--- src/design/pts_defs.svh ---
// shared constants of the one-step frame time-stamper
`ifndef PTS_DEFS_SVH
`define PTS_DEFS_SVH

`define PTS_ETYPE 16'h88F7
`define PTS_POS_ETYPE_HI 16'h000C
`define PTS_POS_ETYPE_LO 16'h000D
`define PTS_POS_MSG 16'h000E
`define PTS_POS_CORR 16'h0016
`define PTS_POS_CORR_END 16'h001D
`define PTS_POS_RSV 16'h001E
`define PTS_POS_RSV_END 16'h0021
`define PTS_POS_SEQ_HI 16'h002C
`define PTS_POS_SEQ_LO 16'h002D
`define PTS_POS_OTS 16'h0030
`define PTS_POS_OTS_END 16'h0039
`define PTS_MSG_SYNC 4'h0
`define PTS_MSG_DREQ 4'h1
`define PTS_NS_PER_SEC 30'h3B9A_CA00
`define PTS_CLK_PERIOD_NS 30'h0000_000A
`define PTS_CRC_POLY 32'hEDB8_8320
`define PTS_CRC_INIT 32'hFFFF_FFFF
`define PTS_TICK_PERIOD 32'h0001_86A0

`endif

--- src/design/pts_pkg.sv ---
// types and shared arithmetic of the one-step frame time-stamper
`include "pts_defs.svh"

package pts_pkg;

  typedef struct packed {
    logic v;
    logic last;
    logic [7:0] d;
  } pts_byte_s;

  typedef struct packed {
    logic [15:0] seq;
    logic [47:0] sec;
    logic [29:0] ns;
  } pts_stamp_s;

  // reflected ethernet crc, one byte
  function automatic logic [31:0] pts_crc_byte(input logic [31:0] c,
                                               input logic [7:0] d);
    logic [31:0] r;
    r = c ^ {24'h00_0000, d};
    for (int i = 0; i < 8; i++) begin
      r = r[0] ? ((r >> 1) ^ `PTS_CRC_POLY) : (r >> 1);
    end
    return r;
  endfunction

  // {carry, ns} of a + b modulo one second
  function automatic logic [30:0] pts_ns_add(input logic [29:0] a,
                                             input logic [29:0] b);
    logic [30:0] s;
    logic [30:0] w;
    s = {1'b0, a} + {1'b0, b};
    w = s - {1'b0, `PTS_NS_PER_SEC};
    if (s >= {1'b0, `PTS_NS_PER_SEC}) begin
      return {1'b1, w[29:0]};
    end
    return s;
  endfunction

  // {borrow, ns} of a - b modulo one second
  function automatic logic [30:0] pts_ns_sub(input logic [29:0] a,
                                             input logic [29:0] b);
    if (a >= b) begin
      return {1'b0, a - b};
    end
    return {1'b1, a + (`PTS_NS_PER_SEC - b)};
  endfunction

  function automatic logic [7:0] pts_pick(input logic [79:0] v,
                                          input logic [3:0] idx);
    return v[{idx, 3'b000} +: 8];
  endfunction

endpackage

--- src/design/pts_if.sv ---
// link between the system-side engine and the time-stamping phy
`timescale 1ns/100ps
`default_nettype none

interface pts_if;
  logic h2d_valid;
  logic [7:0] h2d_data;
  logic h2d_last;
  logic d2h_valid;
  logic [7:0] d2h_data;
  logic d2h_last;
  logic tick_load;
  logic cfg_sync_ots;
  logic cfg_dreq_tc;
  logic cfg_tick_save;

  modport dev (
    input h2d_valid, h2d_data, h2d_last, tick_load,
    input cfg_sync_ots, cfg_dreq_tc, cfg_tick_save,
    output d2h_valid, d2h_data, d2h_last
  );

  modport host (
    output h2d_valid, h2d_data, h2d_last, tick_load,
    output cfg_sync_ots, cfg_dreq_tc, cfg_tick_save,
    input d2h_valid, d2h_data, d2h_last
  );
endinterface

`default_nettype wire

--- src/design/pts_dev.sv ---
// phy end: ingress/egress one-step time-stamping paths and local time
`timescale 1ns/100ps
`default_nettype none
`include "pts_defs.svh"

module pts_path #(
  parameter int DEPTH = 12,
  parameter bit EGRESS = 1'b0,
  parameter logic [29:0] LCORR_NS = 30'h0000_0000
) (
  input wire logic clk, // clock
  input wire logic rst, // sync reset
  input wire logic in_valid, // input byte valid
  input wire logic [7:0] in_data, // input byte
  input wire logic in_last, // last byte of frame
  input wire logic [47:0] now_sec, // local seconds
  input wire logic [29:0] now_ns, // local nanoseconds
  input wire logic cfg_sync_ots, // sync: 1 origin stamp, 0 correction
  input wire logic cfg_dreq_tc, // delay-req: 1 residence, 0 fifo
  output logic out_valid, // output byte valid
  output logic [7:0] out_data, // output byte
  output logic out_last, // last byte of frame
  output logic push, // one-cycle fifo write
  output pts_pkg::pts_stamp_s push_stamp // fifo write data
);
  // the stamp is taken at this path's own start of frame, so header
  // growth upstream (macsec) adds no error
  localparam logic [29:0] LAT =
    30'(DEPTH + 1) * `PTS_CLK_PERIOD_NS + LCORR_NS;

  logic [15:0] ipos;
  logic [15:0] opos;
  logic [7:0] etype_hi;
  logic is_ptp;
  logic is_sync;
  logic is_dreq;
  logic [47:0] st_sec;
  logic [29:0] st_ns;
  logic [63:0] corr;
  logic [31:0] rsv;
  logic [7:0] seq_hi;
  pts_pkg::pts_byte_s sr [DEPTH];
  pts_pkg::pts_byte_s tail;
  logic [31:0] crc_new;
  logic [31:0] crc_old;
  logic [30:0] ts_calc;
  logic [30:0] res;
  logic [47:0] ts_sec;
  logic [63:0] corr_new;
  logic [79:0] ots;
  logic wr_rsv;
  logic wr_ots;
  logic wr_corr;
  logic is_fcs;
  logic [1:0] fidx;
  logic [7:0] pbyte;
  logic [7:0] obyte;
  logic [31:0] fdiff;

  // input may already be cleartext: macsec sits ahead of this path
  always_ff @(posedge clk) begin
    if (rst) begin
      ipos <= 16'h0000;
    end else if (in_valid) begin
      ipos <= in_last ? 16'h0000 :
              (ipos == 16'hFFFF) ? ipos : ipos + 16'h0001;
    end
  end

  // frame recognition on the input side, ahead of the delay line
  always_ff @(posedge clk) begin
    if (rst) begin
      is_ptp <= 1'b0;
      is_sync <= 1'b0;
      is_dreq <= 1'b0;
      etype_hi <= 8'h00;
    end else if (in_valid) begin
      if (ipos == 16'h0000) begin
        is_ptp <= 1'b0;
        is_sync <= 1'b0;
        is_dreq <= 1'b0;
      end
      if (ipos == `PTS_POS_ETYPE_HI) begin
        etype_hi <= in_data;
      end
      if (ipos == `PTS_POS_ETYPE_LO) begin
        is_ptp <= ({etype_hi, in_data} == `PTS_ETYPE);
      end
      // any other message type, delay-response included, stays untouched
      if (ipos == `PTS_POS_MSG && is_ptp) begin
        is_sync <= (in_data[3:0] == `PTS_MSG_SYNC);
        is_dreq <= (in_data[3:0] == `PTS_MSG_DREQ);
      end
    end
  end

  // field capture
  always_ff @(posedge clk) begin
    if (rst) begin
      st_sec <= 48'h0000_0000_0000;
      st_ns <= 30'h0000_0000;
      corr <= 64'h0000_0000_0000_0000;
      rsv <= 32'h0000_0000;
      seq_hi <= 8'h00;
    end else if (in_valid) begin
      if (ipos == 16'h0000) begin
        st_sec <= now_sec;
        st_ns <= now_ns;
      end
      if (ipos >= `PTS_POS_CORR && ipos <= `PTS_POS_CORR_END) begin
        corr <= {corr[55:0], in_data};
      end
      if (ipos >= `PTS_POS_RSV && ipos <= `PTS_POS_RSV_END) begin
        rsv <= {rsv[23:0], in_data};
      end
      if (ipos == `PTS_POS_SEQ_HI) begin
        seq_hi <= in_data;
      end
    end
  end

  // ingress subtracts LCORR_NS, egress adds LAT: DEPTH+1 clock periods (delay line and output register) plus LCORR_NS
  assign ts_calc = EGRESS ? pts_pkg::pts_ns_add(st_ns, LAT)
                          : pts_pkg::pts_ns_sub(st_ns, LCORR_NS);
  assign ts_sec = EGRESS ? st_sec + 48'(ts_calc[30])
                         : st_sec - 48'(ts_calc[30]);
  // modulo-second difference stays positive across a second boundary
  assign res = pts_pkg::pts_ns_sub(ts_calc[29:0], rsv[29:0]);
  assign corr_new = corr + {18'h0_0000, res[29:0], 16'h0000};
  assign ots = {ts_sec, 2'b00, ts_calc[29:0]};

  assign wr_rsv = !EGRESS && (is_sync || is_dreq);
  assign wr_ots = EGRESS && is_sync && cfg_sync_ots;
  assign wr_corr = EGRESS && ((is_sync && !cfg_sync_ots) ||
                              (is_dreq && cfg_dreq_tc));

  // delay-req with residence mode off: actual tx time goes to the fifo
  always_ff @(posedge clk) begin
    if (rst) begin
      push <= 1'b0;
      push_stamp <= '0;
    end else begin
      push <= EGRESS && in_valid && ipos == `PTS_POS_SEQ_LO &&
              is_dreq && !cfg_dreq_tc;
      if (in_valid && ipos == `PTS_POS_SEQ_LO) begin
        push_stamp <= {seq_hi, in_data, ts_sec, ts_calc[29:0]};
      end
    end
  end

  // fixed delay line: lets late fields steer earlier bytes and the fcs
  always_ff @(posedge clk) begin
    if (rst) begin
      for (int i = 0; i < DEPTH; i++) begin
        sr[i] <= '0;
      end
    end else begin
      sr[0] <= '{v: in_valid, last: in_valid && in_last, d: in_data};
      for (int i = 1; i < DEPTH; i++) begin
        sr[i] <= sr[i-1];
      end
    end
  end

  assign tail = sr[DEPTH-1];

  always_comb begin
    is_fcs = 1'b0;
    fidx = 2'd0;
    for (int j = 3; j >= 0; j--) begin
      if (sr[DEPTH-1-j].v && sr[DEPTH-1-j].last) begin
        is_fcs = tail.v;
        fidx = 2'(3 - j);
      end
    end
  end

  always_comb begin
    pbyte = tail.d;
    if (wr_rsv && opos >= `PTS_POS_RSV && opos <= `PTS_POS_RSV_END) begin
      pbyte = pts_pkg::pts_pick({48'h0, 2'b00, ts_calc[29:0]},
                                4'(`PTS_POS_RSV_END - opos));
    end
    if (wr_corr && opos >= `PTS_POS_CORR &&
        opos <= `PTS_POS_CORR_END) begin
      pbyte = pts_pkg::pts_pick({16'h0000, corr_new},
                                4'(`PTS_POS_CORR_END - opos));
    end
    if (wr_ots && opos >= `PTS_POS_OTS && opos <= `PTS_POS_OTS_END) begin
      pbyte = pts_pkg::pts_pick(ots, 4'(`PTS_POS_OTS_END - opos));
    end
  end

  // new fcs xor the old error pattern: a bad frame leaves still bad
  assign fdiff = crc_new ^ crc_old;
  assign obyte = is_fcs ? tail.d ^ fdiff[{fidx, 3'b000} +: 8] : pbyte;

  always_ff @(posedge clk) begin
    if (rst) begin
      opos <= 16'h0000;
      crc_new <= `PTS_CRC_INIT;
      crc_old <= `PTS_CRC_INIT;
    end else if (tail.v) begin
      opos <= tail.last ? 16'h0000 :
              (opos == 16'hFFFF) ? opos : opos + 16'h0001;
      if (tail.last) begin
        crc_new <= `PTS_CRC_INIT;
        crc_old <= `PTS_CRC_INIT;
      end else if (!is_fcs) begin
        crc_new <= pts_pkg::pts_crc_byte(crc_new, pbyte);
        crc_old <= pts_pkg::pts_crc_byte(crc_old, tail.d);
      end
    end
  end

  always_ff @(posedge clk) begin
    if (rst) begin
      out_valid <= 1'b0;
      out_data <= 8'h00;
      out_last <= 1'b0;
    end else begin
      out_valid <= tail.v;
      out_data <= tail.v ? obyte : 8'h00;
      out_last <= tail.last;
    end
  end
endmodule

module pts_dev #(
  parameter int DEPTH = 12,
  parameter int FIFO_DEPTH = 8,
  parameter logic [29:0] LCORR_NS = 30'h0000_0000
) (
  input wire logic clk, // common timetick clock
  input wire logic rst, // sync reset
  pts_if.dev ifc, // system side
  input wire logic line_rx_valid, // cleartext byte from line
  input wire logic [7:0] line_rx_data, // byte
  input wire logic line_rx_last, // last byte of frame
  output logic line_tx_valid, // byte toward line
  output logic [7:0] line_tx_data, // byte
  output logic line_tx_last, // last byte of frame
  input wire logic [47:0] load_sec, // seconds loaded on strobe
  input wire logic [29:0] load_ns, // nanoseconds loaded on strobe
  output logic [47:0] saved_sec, // seconds captured on strobe
  output logic [29:0] saved_ns, // nanoseconds captured on strobe
  output logic rd_valid, // fifo head valid
  input wire logic rd_ready, // fifo head taken
  output pts_pkg::pts_stamp_s rd_stamp, // fifo head
  output logic fifo_ovf // sticky, stamp dropped
);
  localparam int AW = $clog2(FIFO_DEPTH);

  logic [47:0] tod_sec;
  logic [29:0] tod_ns;
  logic [30:0] ns_step;
  logic ld_s1;
  logic ld_s2;
  logic ld_s3;
  logic ld_rise;
  logic push;
  pts_pkg::pts_stamp_s push_stamp;
  pts_pkg::pts_stamp_s mem [FIFO_DEPTH];
  logic [AW-1:0] wptr;
  logic [AW-1:0] rptr;
  logic [AW:0] count;
  logic take;
  logic full;

  // strobe arrives on a pin
  always_ff @(posedge clk) begin
    if (rst) begin
      ld_s1 <= 1'b0;
      ld_s2 <= 1'b0;
      ld_s3 <= 1'b0;
    end else begin
      ld_s1 <= ifc.tick_load;
      ld_s2 <= ld_s1;
      ld_s3 <= ld_s2;
    end
  end

  assign ld_rise = ld_s2 && !ld_s3;
  assign ns_step = pts_pkg::pts_ns_add(tod_ns, `PTS_CLK_PERIOD_NS);

  always_ff @(posedge clk) begin
    if (rst) begin
      tod_sec <= 48'h0000_0000_0000;
      tod_ns <= 30'h0000_0000;
    end else if (ld_rise && !ifc.cfg_tick_save) begin
      tod_sec <= load_sec;
      tod_ns <= load_ns;
    end else begin
      tod_sec <= tod_sec + 48'(ns_step[30]);
      tod_ns <= ns_step[29:0];
    end
  end

  always_ff @(posedge clk) begin
    if (rst) begin
      saved_sec <= 48'h0000_0000_0000;
      saved_ns <= 30'h0000_0000;
    end else if (ld_rise && ifc.cfg_tick_save) begin
      // take the value this edge gives the counter, as a load would set it
      saved_sec <= tod_sec + 48'(ns_step[30]);
      saved_ns <= ns_step[29:0];
    end
  end

  // both paths run autonomously once the cfg levels are set
  pts_path #(.DEPTH(DEPTH), .EGRESS(1'b0), .LCORR_NS(LCORR_NS)) u_ing (
    .clk(clk),
    .rst(rst),
    .in_valid(line_rx_valid),
    .in_data(line_rx_data),
    .in_last(line_rx_last),
    .now_sec(tod_sec),
    .now_ns(tod_ns),
    .cfg_sync_ots(ifc.cfg_sync_ots),
    .cfg_dreq_tc(ifc.cfg_dreq_tc),
    .out_valid(ifc.d2h_valid),
    .out_data(ifc.d2h_data),
    .out_last(ifc.d2h_last),
    .push(),
    .push_stamp()
  );

  pts_path #(.DEPTH(DEPTH), .EGRESS(1'b1), .LCORR_NS(LCORR_NS)) u_egr (
    .clk(clk),
    .rst(rst),
    .in_valid(ifc.h2d_valid),
    .in_data(ifc.h2d_data),
    .in_last(ifc.h2d_last),
    .now_sec(tod_sec),
    .now_ns(tod_ns),
    .cfg_sync_ots(ifc.cfg_sync_ots),
    .cfg_dreq_tc(ifc.cfg_dreq_tc),
    .out_valid(line_tx_valid),
    .out_data(line_tx_data),
    .out_last(line_tx_last),
    .push(push),
    .push_stamp(push_stamp)
  );

  // tx stamp fifo; a full fifo drops the new stamp rather than stall
  assign full = (count == (AW+1)'(FIFO_DEPTH));
  assign take = (count != '0) && (!rd_valid || rd_ready);

  always_ff @(posedge clk) begin
    if (rst) begin
      wptr <= '0;
      rptr <= '0;
      count <= '0;
      rd_valid <= 1'b0;
      rd_stamp <= '0;
      fifo_ovf <= 1'b0;
    end else begin
      if (push && !full) begin
        mem[wptr] <= push_stamp;
        wptr <= (wptr == AW'(FIFO_DEPTH - 1)) ? '0 : wptr + AW'(1);
      end
      if (push && full) begin
        fifo_ovf <= 1'b1;
      end
      if (take) begin
        rd_stamp <= mem[rptr];
        rd_valid <= 1'b1;
        rptr <= (rptr == AW'(FIFO_DEPTH - 1)) ? '0 : rptr + AW'(1);
      end else if (rd_ready) begin
        rd_valid <= 1'b0;
      end
      count <= count + (AW+1)'(push && !full) - (AW+1)'(take);
    end
  end
endmodule

`default_nettype wire

--- src/flat_wrapper.sv ---
// flat-port wrapper written by rule: the top's interface ports become plain ports
module pts_dev_flat 
#(
  parameter int DEPTH = 12,
  parameter int FIFO_DEPTH = 8,
  parameter logic [29:0] LCORR_NS = 30'h0000_0000
)
  (clk, rst, line_rx_valid, line_rx_data, line_rx_last, line_tx_valid, line_tx_data, line_tx_last, load_sec, load_ns, saved_sec, saved_ns, rd_valid, rd_ready, rd_stamp, fifo_ovf, ifc_h2d_valid, ifc_h2d_data, ifc_h2d_last, ifc_tick_load, ifc_cfg_sync_ots, ifc_cfg_dreq_tc, ifc_cfg_tick_save, ifc_d2h_valid, ifc_d2h_data, ifc_d2h_last);
  pts_if ifc_i ();
  input wire logic clk;
  input wire logic rst;
  input wire logic line_rx_valid;
  input wire logic [7:0] line_rx_data;
  input wire logic line_rx_last;
  output logic line_tx_valid;
  output logic [7:0] line_tx_data;
  output logic line_tx_last;
  input wire logic [47:0] load_sec;
  input wire logic [29:0] load_ns;
  output logic [47:0] saved_sec;
  output logic [29:0] saved_ns;
  output logic rd_valid;
  input wire logic rd_ready;
  output pts_pkg::pts_stamp_s rd_stamp;
  output logic fifo_ovf;
  input wire logic [$bits(ifc_i.h2d_valid)-1:0] ifc_h2d_valid;
  input wire logic [$bits(ifc_i.h2d_data)-1:0] ifc_h2d_data;
  input wire logic [$bits(ifc_i.h2d_last)-1:0] ifc_h2d_last;
  input wire logic [$bits(ifc_i.tick_load)-1:0] ifc_tick_load;
  input wire logic [$bits(ifc_i.cfg_sync_ots)-1:0] ifc_cfg_sync_ots;
  input wire logic [$bits(ifc_i.cfg_dreq_tc)-1:0] ifc_cfg_dreq_tc;
  input wire logic [$bits(ifc_i.cfg_tick_save)-1:0] ifc_cfg_tick_save;
  output wire logic [$bits(ifc_i.d2h_valid)-1:0] ifc_d2h_valid;
  output wire logic [$bits(ifc_i.d2h_data)-1:0] ifc_d2h_data;
  output wire logic [$bits(ifc_i.d2h_last)-1:0] ifc_d2h_last;
  assign ifc_i.h2d_valid = ifc_h2d_valid;
  assign ifc_i.h2d_data = ifc_h2d_data;
  assign ifc_i.h2d_last = ifc_h2d_last;
  assign ifc_i.tick_load = ifc_tick_load;
  assign ifc_i.cfg_sync_ots = ifc_cfg_sync_ots;
  assign ifc_i.cfg_dreq_tc = ifc_cfg_dreq_tc;
  assign ifc_i.cfg_tick_save = ifc_cfg_tick_save;
  assign ifc_d2h_valid = ifc_i.d2h_valid;
  assign ifc_d2h_data = ifc_i.d2h_data;
  assign ifc_d2h_last = ifc_i.d2h_last;
  pts_dev #(.DEPTH(DEPTH), .FIFO_DEPTH(FIFO_DEPTH), .LCORR_NS(LCORR_NS)) u_core (.clk(clk), .rst(rst), .ifc(ifc_i), .line_rx_valid(line_rx_valid), .line_rx_data(line_rx_data), .line_rx_last(line_rx_last), .line_tx_valid(line_tx_valid), .line_tx_data(line_tx_data), .line_tx_last(line_tx_last), .load_sec(load_sec), .load_ns(load_ns), .saved_sec(saved_sec), .saved_ns(saved_ns), .rd_valid(rd_valid), .rd_ready(rd_ready), .rd_stamp(rd_stamp), .fifo_ovf(fifo_ovf));
endmodule
--- config.mk ---
export PLATFORM = sky130hd
export DESIGN_NAME = pts_dev_flat
export DESIGN_NICKNAME = d
export VERILOG_FILES = /design/src/design/pts_pkg.sv /design/src/design/pts_if.sv /design/src/design/pts_dev.sv /design/src/flat_wrapper.sv
export VERILOG_INCLUDE_DIRS = /design/src /design/src/design
export SDC_FILE = /design/constraint.sdc
export NUM_CORES = 2
export LEC_CHECK = 0
export ABC_AREA = 0
export BUFFER_PORTS_ARGS = -buffer_cell sky130_fd_sc_hd__buf_2
export CAP_MARGIN = 30
export CORE_ASPECT_RATIO = 0.6
export CORE_UTILIZATION = 40
export CTS_CLUSTER_DIAMETER = 120
export DETAILED_ROUTE_END_ITERATION = 6
export GPL_TIMING_DRIVEN = 0
export PLACE_DENSITY = 0.58
export SYNTH_ARGS = -nofsm -noshare
export SYNTH_HDL_FRONTEND = slang
export SYNTH_SLANG_ARGS = --single-unit
--- constraint.sdc ---
create_clock -name clk -period 16.1 [get_ports clk]
set_input_delay 1.61 -clock clk [delete_from_list [all_inputs] [get_ports clk]]
set_output_delay 1.61 -clock clk [all_outputs]
set_load 0.01 [all_outputs]
-- Word level (Yosys, flattened, before mapping)
Memories as Yosys holds them, arrays and structs flattened. A register that Yosys moved wholly into a read port is not among the register bits.
Cells that the tools add are included.
- RAM bits: 992
- logic and storage cells: 372
- memories: 3
- flip-flop bits (word level): 710
- bits of input ports: 105
- output and inout port bits: 194
- memory list (name ; depth ; width ; rd ports ; clocked after Yosys merged registers in ; wr ports ; RTL line ; RTL):
    u_core.mem ; 8 ; 94 ; 1 ; 1 ; 1 ; pts_dev.sv:263 ; pts_pkg::pts_stamp_s mem [FIFO_DEPTH];
    u_core.u_egr.sr ; 12 ; 10 ; 12 ; 0 ; 12 ; pts_dev.sv:42 ; pts_pkg::pts_byte_s sr [DEPTH];
    u_core.u_ing.sr ; 12 ; 10 ; 12 ; 0 ; 12 ; pts_dev.sv:42 ;
- multiplexer cells: 123
- add/subtract/negate cells: 22
- eq/ne operators: 25
- order comparisons: 14
- reduce and logical (&&, ||, !) cells: 70
- shift-type cells: 5
- bitwise operators: 66
- operators by type and width (operator ; number):
    2-to-1 mux 32 bit ; 40
    NOT 13 -> 14 bit ; 32
    2-to-1 mux 10 bit ; 24
    indexed part select 80 x 8 -> 8 bit ; 3
    2-to-1 mux 30 bit ; 5
    2-to-1 mux 16 bit ; 8
    XOR 32 x 8 -> 32 bit ; 4
    2-to-1 mux 31 bit ; 4
    adder 48 x 1 -> 48 bit ; 2
    == test 16 bit (second input constant) ; 6
    == test 16 x 4 -> 1 bit (second input constant) ; 6
    adder 16 x 1 -> 16 bit (second input constant) ; 4
    adder 64 x 46 -> 64 bit ; 1
    greater-or-equal comparator 16 x 5 -> 1 bit (second input constant) ; 4
    indexed part select 32 x 6 -> 8 bit ; 2
    XOR 32 bit ; 2
    greater-or-equal comparator 31 x 30 -> 1 bit (second input constant) ; 2
    subtractor 30 bit (second input constant) ; 2
    <= comparator 16 x 6 -> 1 bit (second input constant) ; 3
    2-to-1 mux 48 bit ; 1
    2-to-1 mux 8 bit ; 5
    AND reduction 2 bit ; 17
    == test 16 x 6 -> 1 bit (second input constant) ; 2
    <= comparator 16 x 5 -> 1 bit (second input constant) ; 2
    32 further kinds ; 144

-- Depth between registers and ports, before layout
- word-level depth: 30
- gate-level depth with buffers: 48
- mapped depth without buffers: 45

-- By module
A second synthesis with hierarchy kept.
- cells, all modules: 7898
- area total of the unflattened synthesis: 85371.9 µm²
- modules (own cells, without submodules) (module ; sequential area each (µm²) ; instances ; area an instance (µm²) ; cells an instance):
    pts_dev ; 27886.7 ; 1 ; 39593.0 ; 2437
    pts_path (u_core.u_egr) ; 10249.8 ; 1 ; 29522.1 ; 3640
    pts_path (u_core.u_ing) ; 8348.0 ; 1 ; 16256.8 ; 1821

-- Worst setup path before layout
Ideal clock, no wire load.
- path type: register to register
- from: register u_core.u_egr.st_ns[4]
- to: register u_core.u_egr.crc_new[18]
- library setup time: 0.133 ns
- period minus slack after synthesis: 9.466 ns
- data arrival time: 9.333 ns
- slack: 6.634 ns
- cell stages (with the launch flop): 45
- buffers on the path: 5
- required time: 15.967 ns
- path through: dfxtp_1 buf_6 and4_1 buf_6 a21oi_4 buf_6 nor2_1 xnor2_1 ha_1 o211a_1 o311ai_2 a31o_1 o21ai_4 xnor2_1 inv_1 ha_1 o211ai_1 a21oi_1 (+9 left out) a21oi_1 ha_1 o211ai_1 a21o_1 a21o_1 o21a_1 nor4_1 o21ai_0 o21ai_0 a211oi_1 or4b_2 nand3_1 o31ai_2 xor2_2 xnor3_1 xor2_1 xnor2_1 a21oi_1
- longest elaborated chain between the ends: 26
- elaborated cells on any way between the ends: 34
- classes of those cells: add/sub (6); order compare (2); shift (2); mux (18); bitwise (6)
- RTL lines (item ; RTL line ; RTL):
    start: declaration ; pts_dev.sv:38 ; logic [29:0] st_ns;
    start signal: assignment ; pts_dev.sv:108 ; st_ns <= now_ns;
    adder 30 x 8 -> 31 bit * ; pts_pkg.sv:34 ; s = {1'b0, a} + {1'b0, b};
    subtractor 30 bit or greater-or-equal comparator 31 x 30 -> 1 bit (tied branches) ; pts_pkg.sv:35, pts_pkg.sv:36 ;
    2-to-1 mux 31 bit or 2-to-1 mux 1 bit (tied branches) ; pts_pkg.sv:36 ; if (s >= {1'b0, `PTS_NS_PER_SEC}) begin
    2-to-1 mux 31 bit * ; pts_pkg.sv:39 ; return s;
    named net u_core.u_egr.ts_calc[9] ; pts_dev.sv:46 ; logic [30:0] ts_calc;
    subtractor 30 bit or greater-or-equal comparator 30 bit (tied branches) ; pts_pkg.sv:46, pts_pkg.sv:45 ;
    2-to-1 mux 30 bit or 2-to-1 mux 1 bit (tied branches) ; pts_pkg.sv:45 ; if (a >= b) begin
    2-to-1 mux 30 bit ; pts_pkg.sv:48 ; return {1'b1, a + (`PTS_NS_PER_SEC - b)};
    (+10 left out) ; n/a ;
    NOT 13 -> 14 bit (no line) ; n/a ;
    2-to-1 mux 32 bit * ; pts_pkg.sv:24 ; r = r[0] ? ((r >> 1) ^ `PTS_CRC_POLY) : (r >> 1);
    NOT 13 -> 14 bit (no line) ; n/a ;
    2-to-1 mux 32 bit * ; pts_pkg.sv:24 ;
    NOT 13 -> 14 bit (no line) ; n/a ;
    2-to-1 mux 32 bit * (2 in series) ; pts_pkg.sv:24 ;
    2-to-1 mux 32 bit * ; pts_dev.sv:209 ; end else if (!is_fcs) begin
    2-to-1 mux 32 bit * ; pts_dev.sv:206 ; if (tail.last) begin
    end signal: assignment ; pts_dev.sv:201 ; crc_new <= `PTS_CRC_INIT;
    end signal: assignment ; pts_dev.sv:207 ; crc_new <= `PTS_CRC_INIT;
    end signal: assignment ; pts_dev.sv:210 ; crc_new <= pts_pkg::pts_crc_byte(crc_new, pbyte);
    end: declaration ; pts_dev.sv:44 ; logic [31:0] crc_new;
The timed path passes the listed nets; every way through them passes the cells marked *. The select of a mux whose other input is x is not followed.
A chain may end at the register's enable or synchronous reset.

-- Worst setup path in the final report
- from: register u_core.u_egr.st_ns[1]
- to: register u_core.u_egr.crc_new[8]
- longest elaborated chain between the ends: 24
- elaborated cells on any way between the ends: 33
- classes of those cells: add/sub (6); order compare (2); shift (2); mux (18); bitwise (5)
- RTL lines (item ; RTL line ; RTL):
    adder 30 x 8 -> 31 bit * ; pts_pkg.sv:34 ;
    subtractor 30 bit or greater-or-equal comparator 31 x 30 -> 1 bit (tied branches) ; pts_pkg.sv:35, pts_pkg.sv:36 ;
    2-to-1 mux 31 bit or 2-to-1 mux 1 bit (tied branches) ; pts_pkg.sv:36 ;
    2-to-1 mux 31 bit * ; pts_pkg.sv:39 ;
    named net u_core.u_egr.ts_calc[9] ; pts_dev.sv:46 ;
    subtractor 30 bit or greater-or-equal comparator 30 bit (tied branches) ; pts_pkg.sv:46, pts_pkg.sv:45 ;
    2-to-1 mux 30 bit or 2-to-1 mux 1 bit (tied branches) ; pts_pkg.sv:45 ;
    2-to-1 mux 30 bit ; pts_pkg.sv:48 ;
    (+4 left out) ; n/a ;
    XOR 32 x 8 -> 32 bit * ; pts_pkg.sv:22 ; r = c ^ {24'h00_0000, d};
    2-to-1 mux 32 bit * (6 in series) ; pts_pkg.sv:24 ;
    NOT 13 -> 14 bit (no line) or 2-to-1 mux 32 bit (tied branches) ; n/a ;
    2-to-1 mux 32 bit * ; pts_pkg.sv:24 ;
    NOT 13 -> 14 bit (no line) ; n/a ;
    2-to-1 mux 32 bit * ; pts_pkg.sv:24 ;
    2-to-1 mux 32 bit * ; pts_dev.sv:209 ;
    2-to-1 mux 32 bit * ; pts_dev.sv:206 ;
Marked as above.

==> metrics.md <==
| Metric | Value |
|---|---|
| Clk buf depth | 4 |
| Most frequent cells in the layout | dfxtp_1, nand2_1, edfxtp_1 |
| Mapped Cells | 7107 |
| Pleak | 31.95 nW |
| Worst setup EP type | register |
| Total Nets Final | 7960 |
| CTS Sinks | 1796 |
| Post-CTS Setup Inserts | 0 |
| FFs w/ async S/R, synth | 0 |
| Status | finished, final reports clean |
| Routed vias | 58050 |
| Tcrit/Tclk final | 0.8748 |
| Die Y | 346.2 µm |
| CTS tree | built |
| Mapped Avg Cell Area | 11.12 µm² |
| Final core utilization | 0.4673 |
| Fmax | 71.00 MHz |
| Compound-gate portion of the synthesized area | 0.1005 |
| Final min period | 14.08 ns |
| Cts repair resizes | 0 |
| Ys flop type | dfxtp_1 |
| Pwr dens | 121.4 mW/mm² |
| Post-synth EDFFs | 752 |
| Dpl cell area | 0.08530 mm² |
| RSZ-0062 raised after global routing | no |
| Cell mode on critical path | nand3_1 |
| Crit path kind | register to register |
| Final slew viol count | 0 |
| Max rail drop VDD | 0.09867 mV |
| Hold Buf Count CTS | 0 |
| CP Data Required Time | 16.85 ns |
| Yosys reg bits | 1796 |
| Layout cell share with drive strength beyond 1 | 0.1266 |
| CP arrival | 14.83 ns |
| Initial DRC Count | 6799 |
| Synthesized Nets | 7372 |
| Largest family of logic cells by synthesized area | simple AND/OR/NAND/NOR gates |
| IO buf count | 298 |
| Ports | 299 |
| Mux cell area share after synthesis | 0.08114 |
| First-pass GRT wire length | 375.8 mm |
| Die area | 0.1993 mm² |
| WL/cell | 24.77 µm |
| Relative slew slack | 0.1867 |
| Clock skew | 0.05877 ns |
| Simple-Gate Fraction of Synth Area | 0.1371 |
| Crit path launch type | register |
| Most common cell after layout, fill and taps aside | dfxtp_1 |
| Layout area overhead | 15.26% |
| Max Cap Viol | 0 |
| XOR/XNOR share of the synthesized area | 0.07669 |
| Flop2flop setup slack | 2.02 ns |
| Fin. Hold Viols | 0 |
| DP Worst Slack | 2.731 ns |
| Critical path peak fanout | 10 |
| Row count | 125 |
| Post-Synth Adder-Cell Area | 0.02724 |
| WL final | 258.5 mm |
| DRT antenna net count | 0 |
| TritonCTS Buffers | 174 |
| Vias per cell | 5.561 |
| Slew @ Worst Pin | 1.215 ns |
| Initial antenna violation count | 22 |
| Finish-stage setup viols | 0 |
| Setup ws final | 2.015 ns |
| Initial Utilization | 0.4054 |
| Largest net degree at the start of global routing | 26 |
| Crit-path slowest cell | a21oi_1 |
| Synth unique cells | 106 |
| Worst hold path class | register to register |
| DRC errors left | 0 |
| Die width | 575.7 µm |
| Fin area | 0.09106 mm² |
| HPWL Detailed | 198.5 mm |
| Gpl congestion | 1.010 |
| Mapped cell area | 0.07900 mm² |
| Core area | 0.1949 mm² |
| Clock Root Buffer | clkbuf_16 |
| Yosys warning count | 0 |
| Number of global-route vias before repair | 54640 |
| Drt pass-1 iters | 6 |
| Crit-path max cell delay | 0.82 ns |
| H-tree depth | 4 |
| Overflow after GRT | 0 |
| Worst-Skew Late Latency | 0.85 ns |
| Register area share after synthesis | 0.5504 |
| Reg clk slew, reported paths | 0.07 ns |
| GRT Total Usage | 0.2542 |
[critical path: cells and delay by family (launching register included)]
| kind | cells | cell delay (ns) |
|---|---|---|
| fa+ha+maj | 3 | 1.09 |
| buf+inv | 4 | 1.36 |
| flops | 1 | 0.69 |
| simple gates | 11 | 2.87 |
| xor+xnor | 7 | 3.10 |
| compound gates | 17 | 4.90 |
[power breakdown]
part | internal, mW | switching, mW
clock | 2.36 | 1.80
combinational | 0.780 | 1.16
sequential | 4.85 | 0.111
total | 7.99 | 3.06
[cells by family (layout without fill, tap and decap cells)]
kind of cell	count (synthesis)	count (layout)
AO/OA/AOI/OAI	1233	1233
XOR/XNOR	670	670
adder cells (fa/ha/maj)	160	160
buffers and inverters	549	1270
flip-flops	1796	1796
multiplexers	388	388
other	0	8
AND/OR/NAND/NOR	2311	2311
[Yosys cell counts, types with 83 or more instances]
library cell / instances / share of area
a211oi_1: 270 / 0.026
a21oi_1: 444 / 0.028
clkbuf_1: 313 / 0.015
dfxtp_1: 1044 / 0.26
edfxtp_1: 752 / 0.29
ha_1: 140 / 0.022
inv_1: 147 / 0.0070
mux2i_1: 178 / 0.023
mux4_2: 201 / 0.057
nand2_1: 801 / 0.038
nand2b_1: 132 / 0.010
nand3_1: 118 / 0.0075
nor2_1: 629 / 0.030
nor2b_1: 266 / 0.021
nor3_1: 83 / 0.0053
o21ai_0: 116 / 0.0073
o22ai_1: 109 / 0.0086
xnor2_1: 416 / 0.046
xor2_1: 237 / 0.026
[flip-flops by register name, indices dropped and copies added, names as in the netlist, 32 cells and up]
register / cells
u_core.mem: 752
u_core.u_egr.sr: 120
u_core.u_ing.sr: 120
u_core.rd_stamp: 94
u_core.u_egr.push_stamp: 94
u_core.u_egr.corr: 64
u_core.saved_sec: 48
u_core.tod_sec: 48
u_core.u_egr.st_sec: 48
u_core.u_egr.crc_new: 32
u_core.u_egr.crc_old: 32
u_core.u_ing.crc_new: 32
u_core.u_ing.crc_old: 32
[metrics by stage]
step / total power, mW / setup TNS [ns] / instances / hold slack [ns]
final: 11.05 / 0 / 10440 / 0.4300
after global routing: 11.47 / 0 / 10430 / 0.4425
after CTS: 11.14 / 0 / 10420 / 0.4298
after detailed placement: 7.012 / 0 / 10110 / 0.4218
after global placement: 6.935 / -228.34 / 10010 / 0.4150
after floorplan: 6.209 / 0 / 7107 / 0.4138
[area by class of cell]
cell class	instances	area, µm²
clock inverter	71	753.2
sequential	1796	43480
buffer	398	1563
multi-input combinational	4762	33450
fill	18060	103800
inverter	151	569.3
clock buffer	238	4922
timing repair buffer	412	3037
antenna	8	20.02
tap	2603	3257
[routing by layer]
| metal | up-vias | global-route usage | wire (µm) |
|---|---|---|---|
| met2 | 2533 | 0.3411 | 101000 |
| met4 | 6 | 0.05806 | 6014 |
| met1 | 28680 | 0.3961 | 122400 |
| met5 | - | 0 | 39 |
| met3 | 335 | 0.07182 | 29030 |
| li1 | 26490 | - | - |
[path summary, 6_finish.rpt]
path | startpoint | endpoint | depth (start not counted)
worst max-delay path | u_core.u_egr.st_ns[1]$_SDFFE_PP0P_ | u_core.u_egr.crc_new[8]$_SDFFE_PP1P_ | 42
worst min-delay path | u_core.u_egr.sr[2][22]$_SDFF_PP0_ | u_core.u_egr.sr[2][32]$_SDFF_PP0_ | 1
worst max register to register | u_core.u_egr.st_ns[1]$_SDFFE_PP0P_ | u_core.u_egr.crc_new[8]$_SDFFE_PP1P_ | 42
worst min register to register | u_core.u_egr.sr[2][22]$_SDFF_PP0_ | u_core.u_egr.sr[2][32]$_SDFF_PP0_ | 1
(Power assumes the default switching activity.)
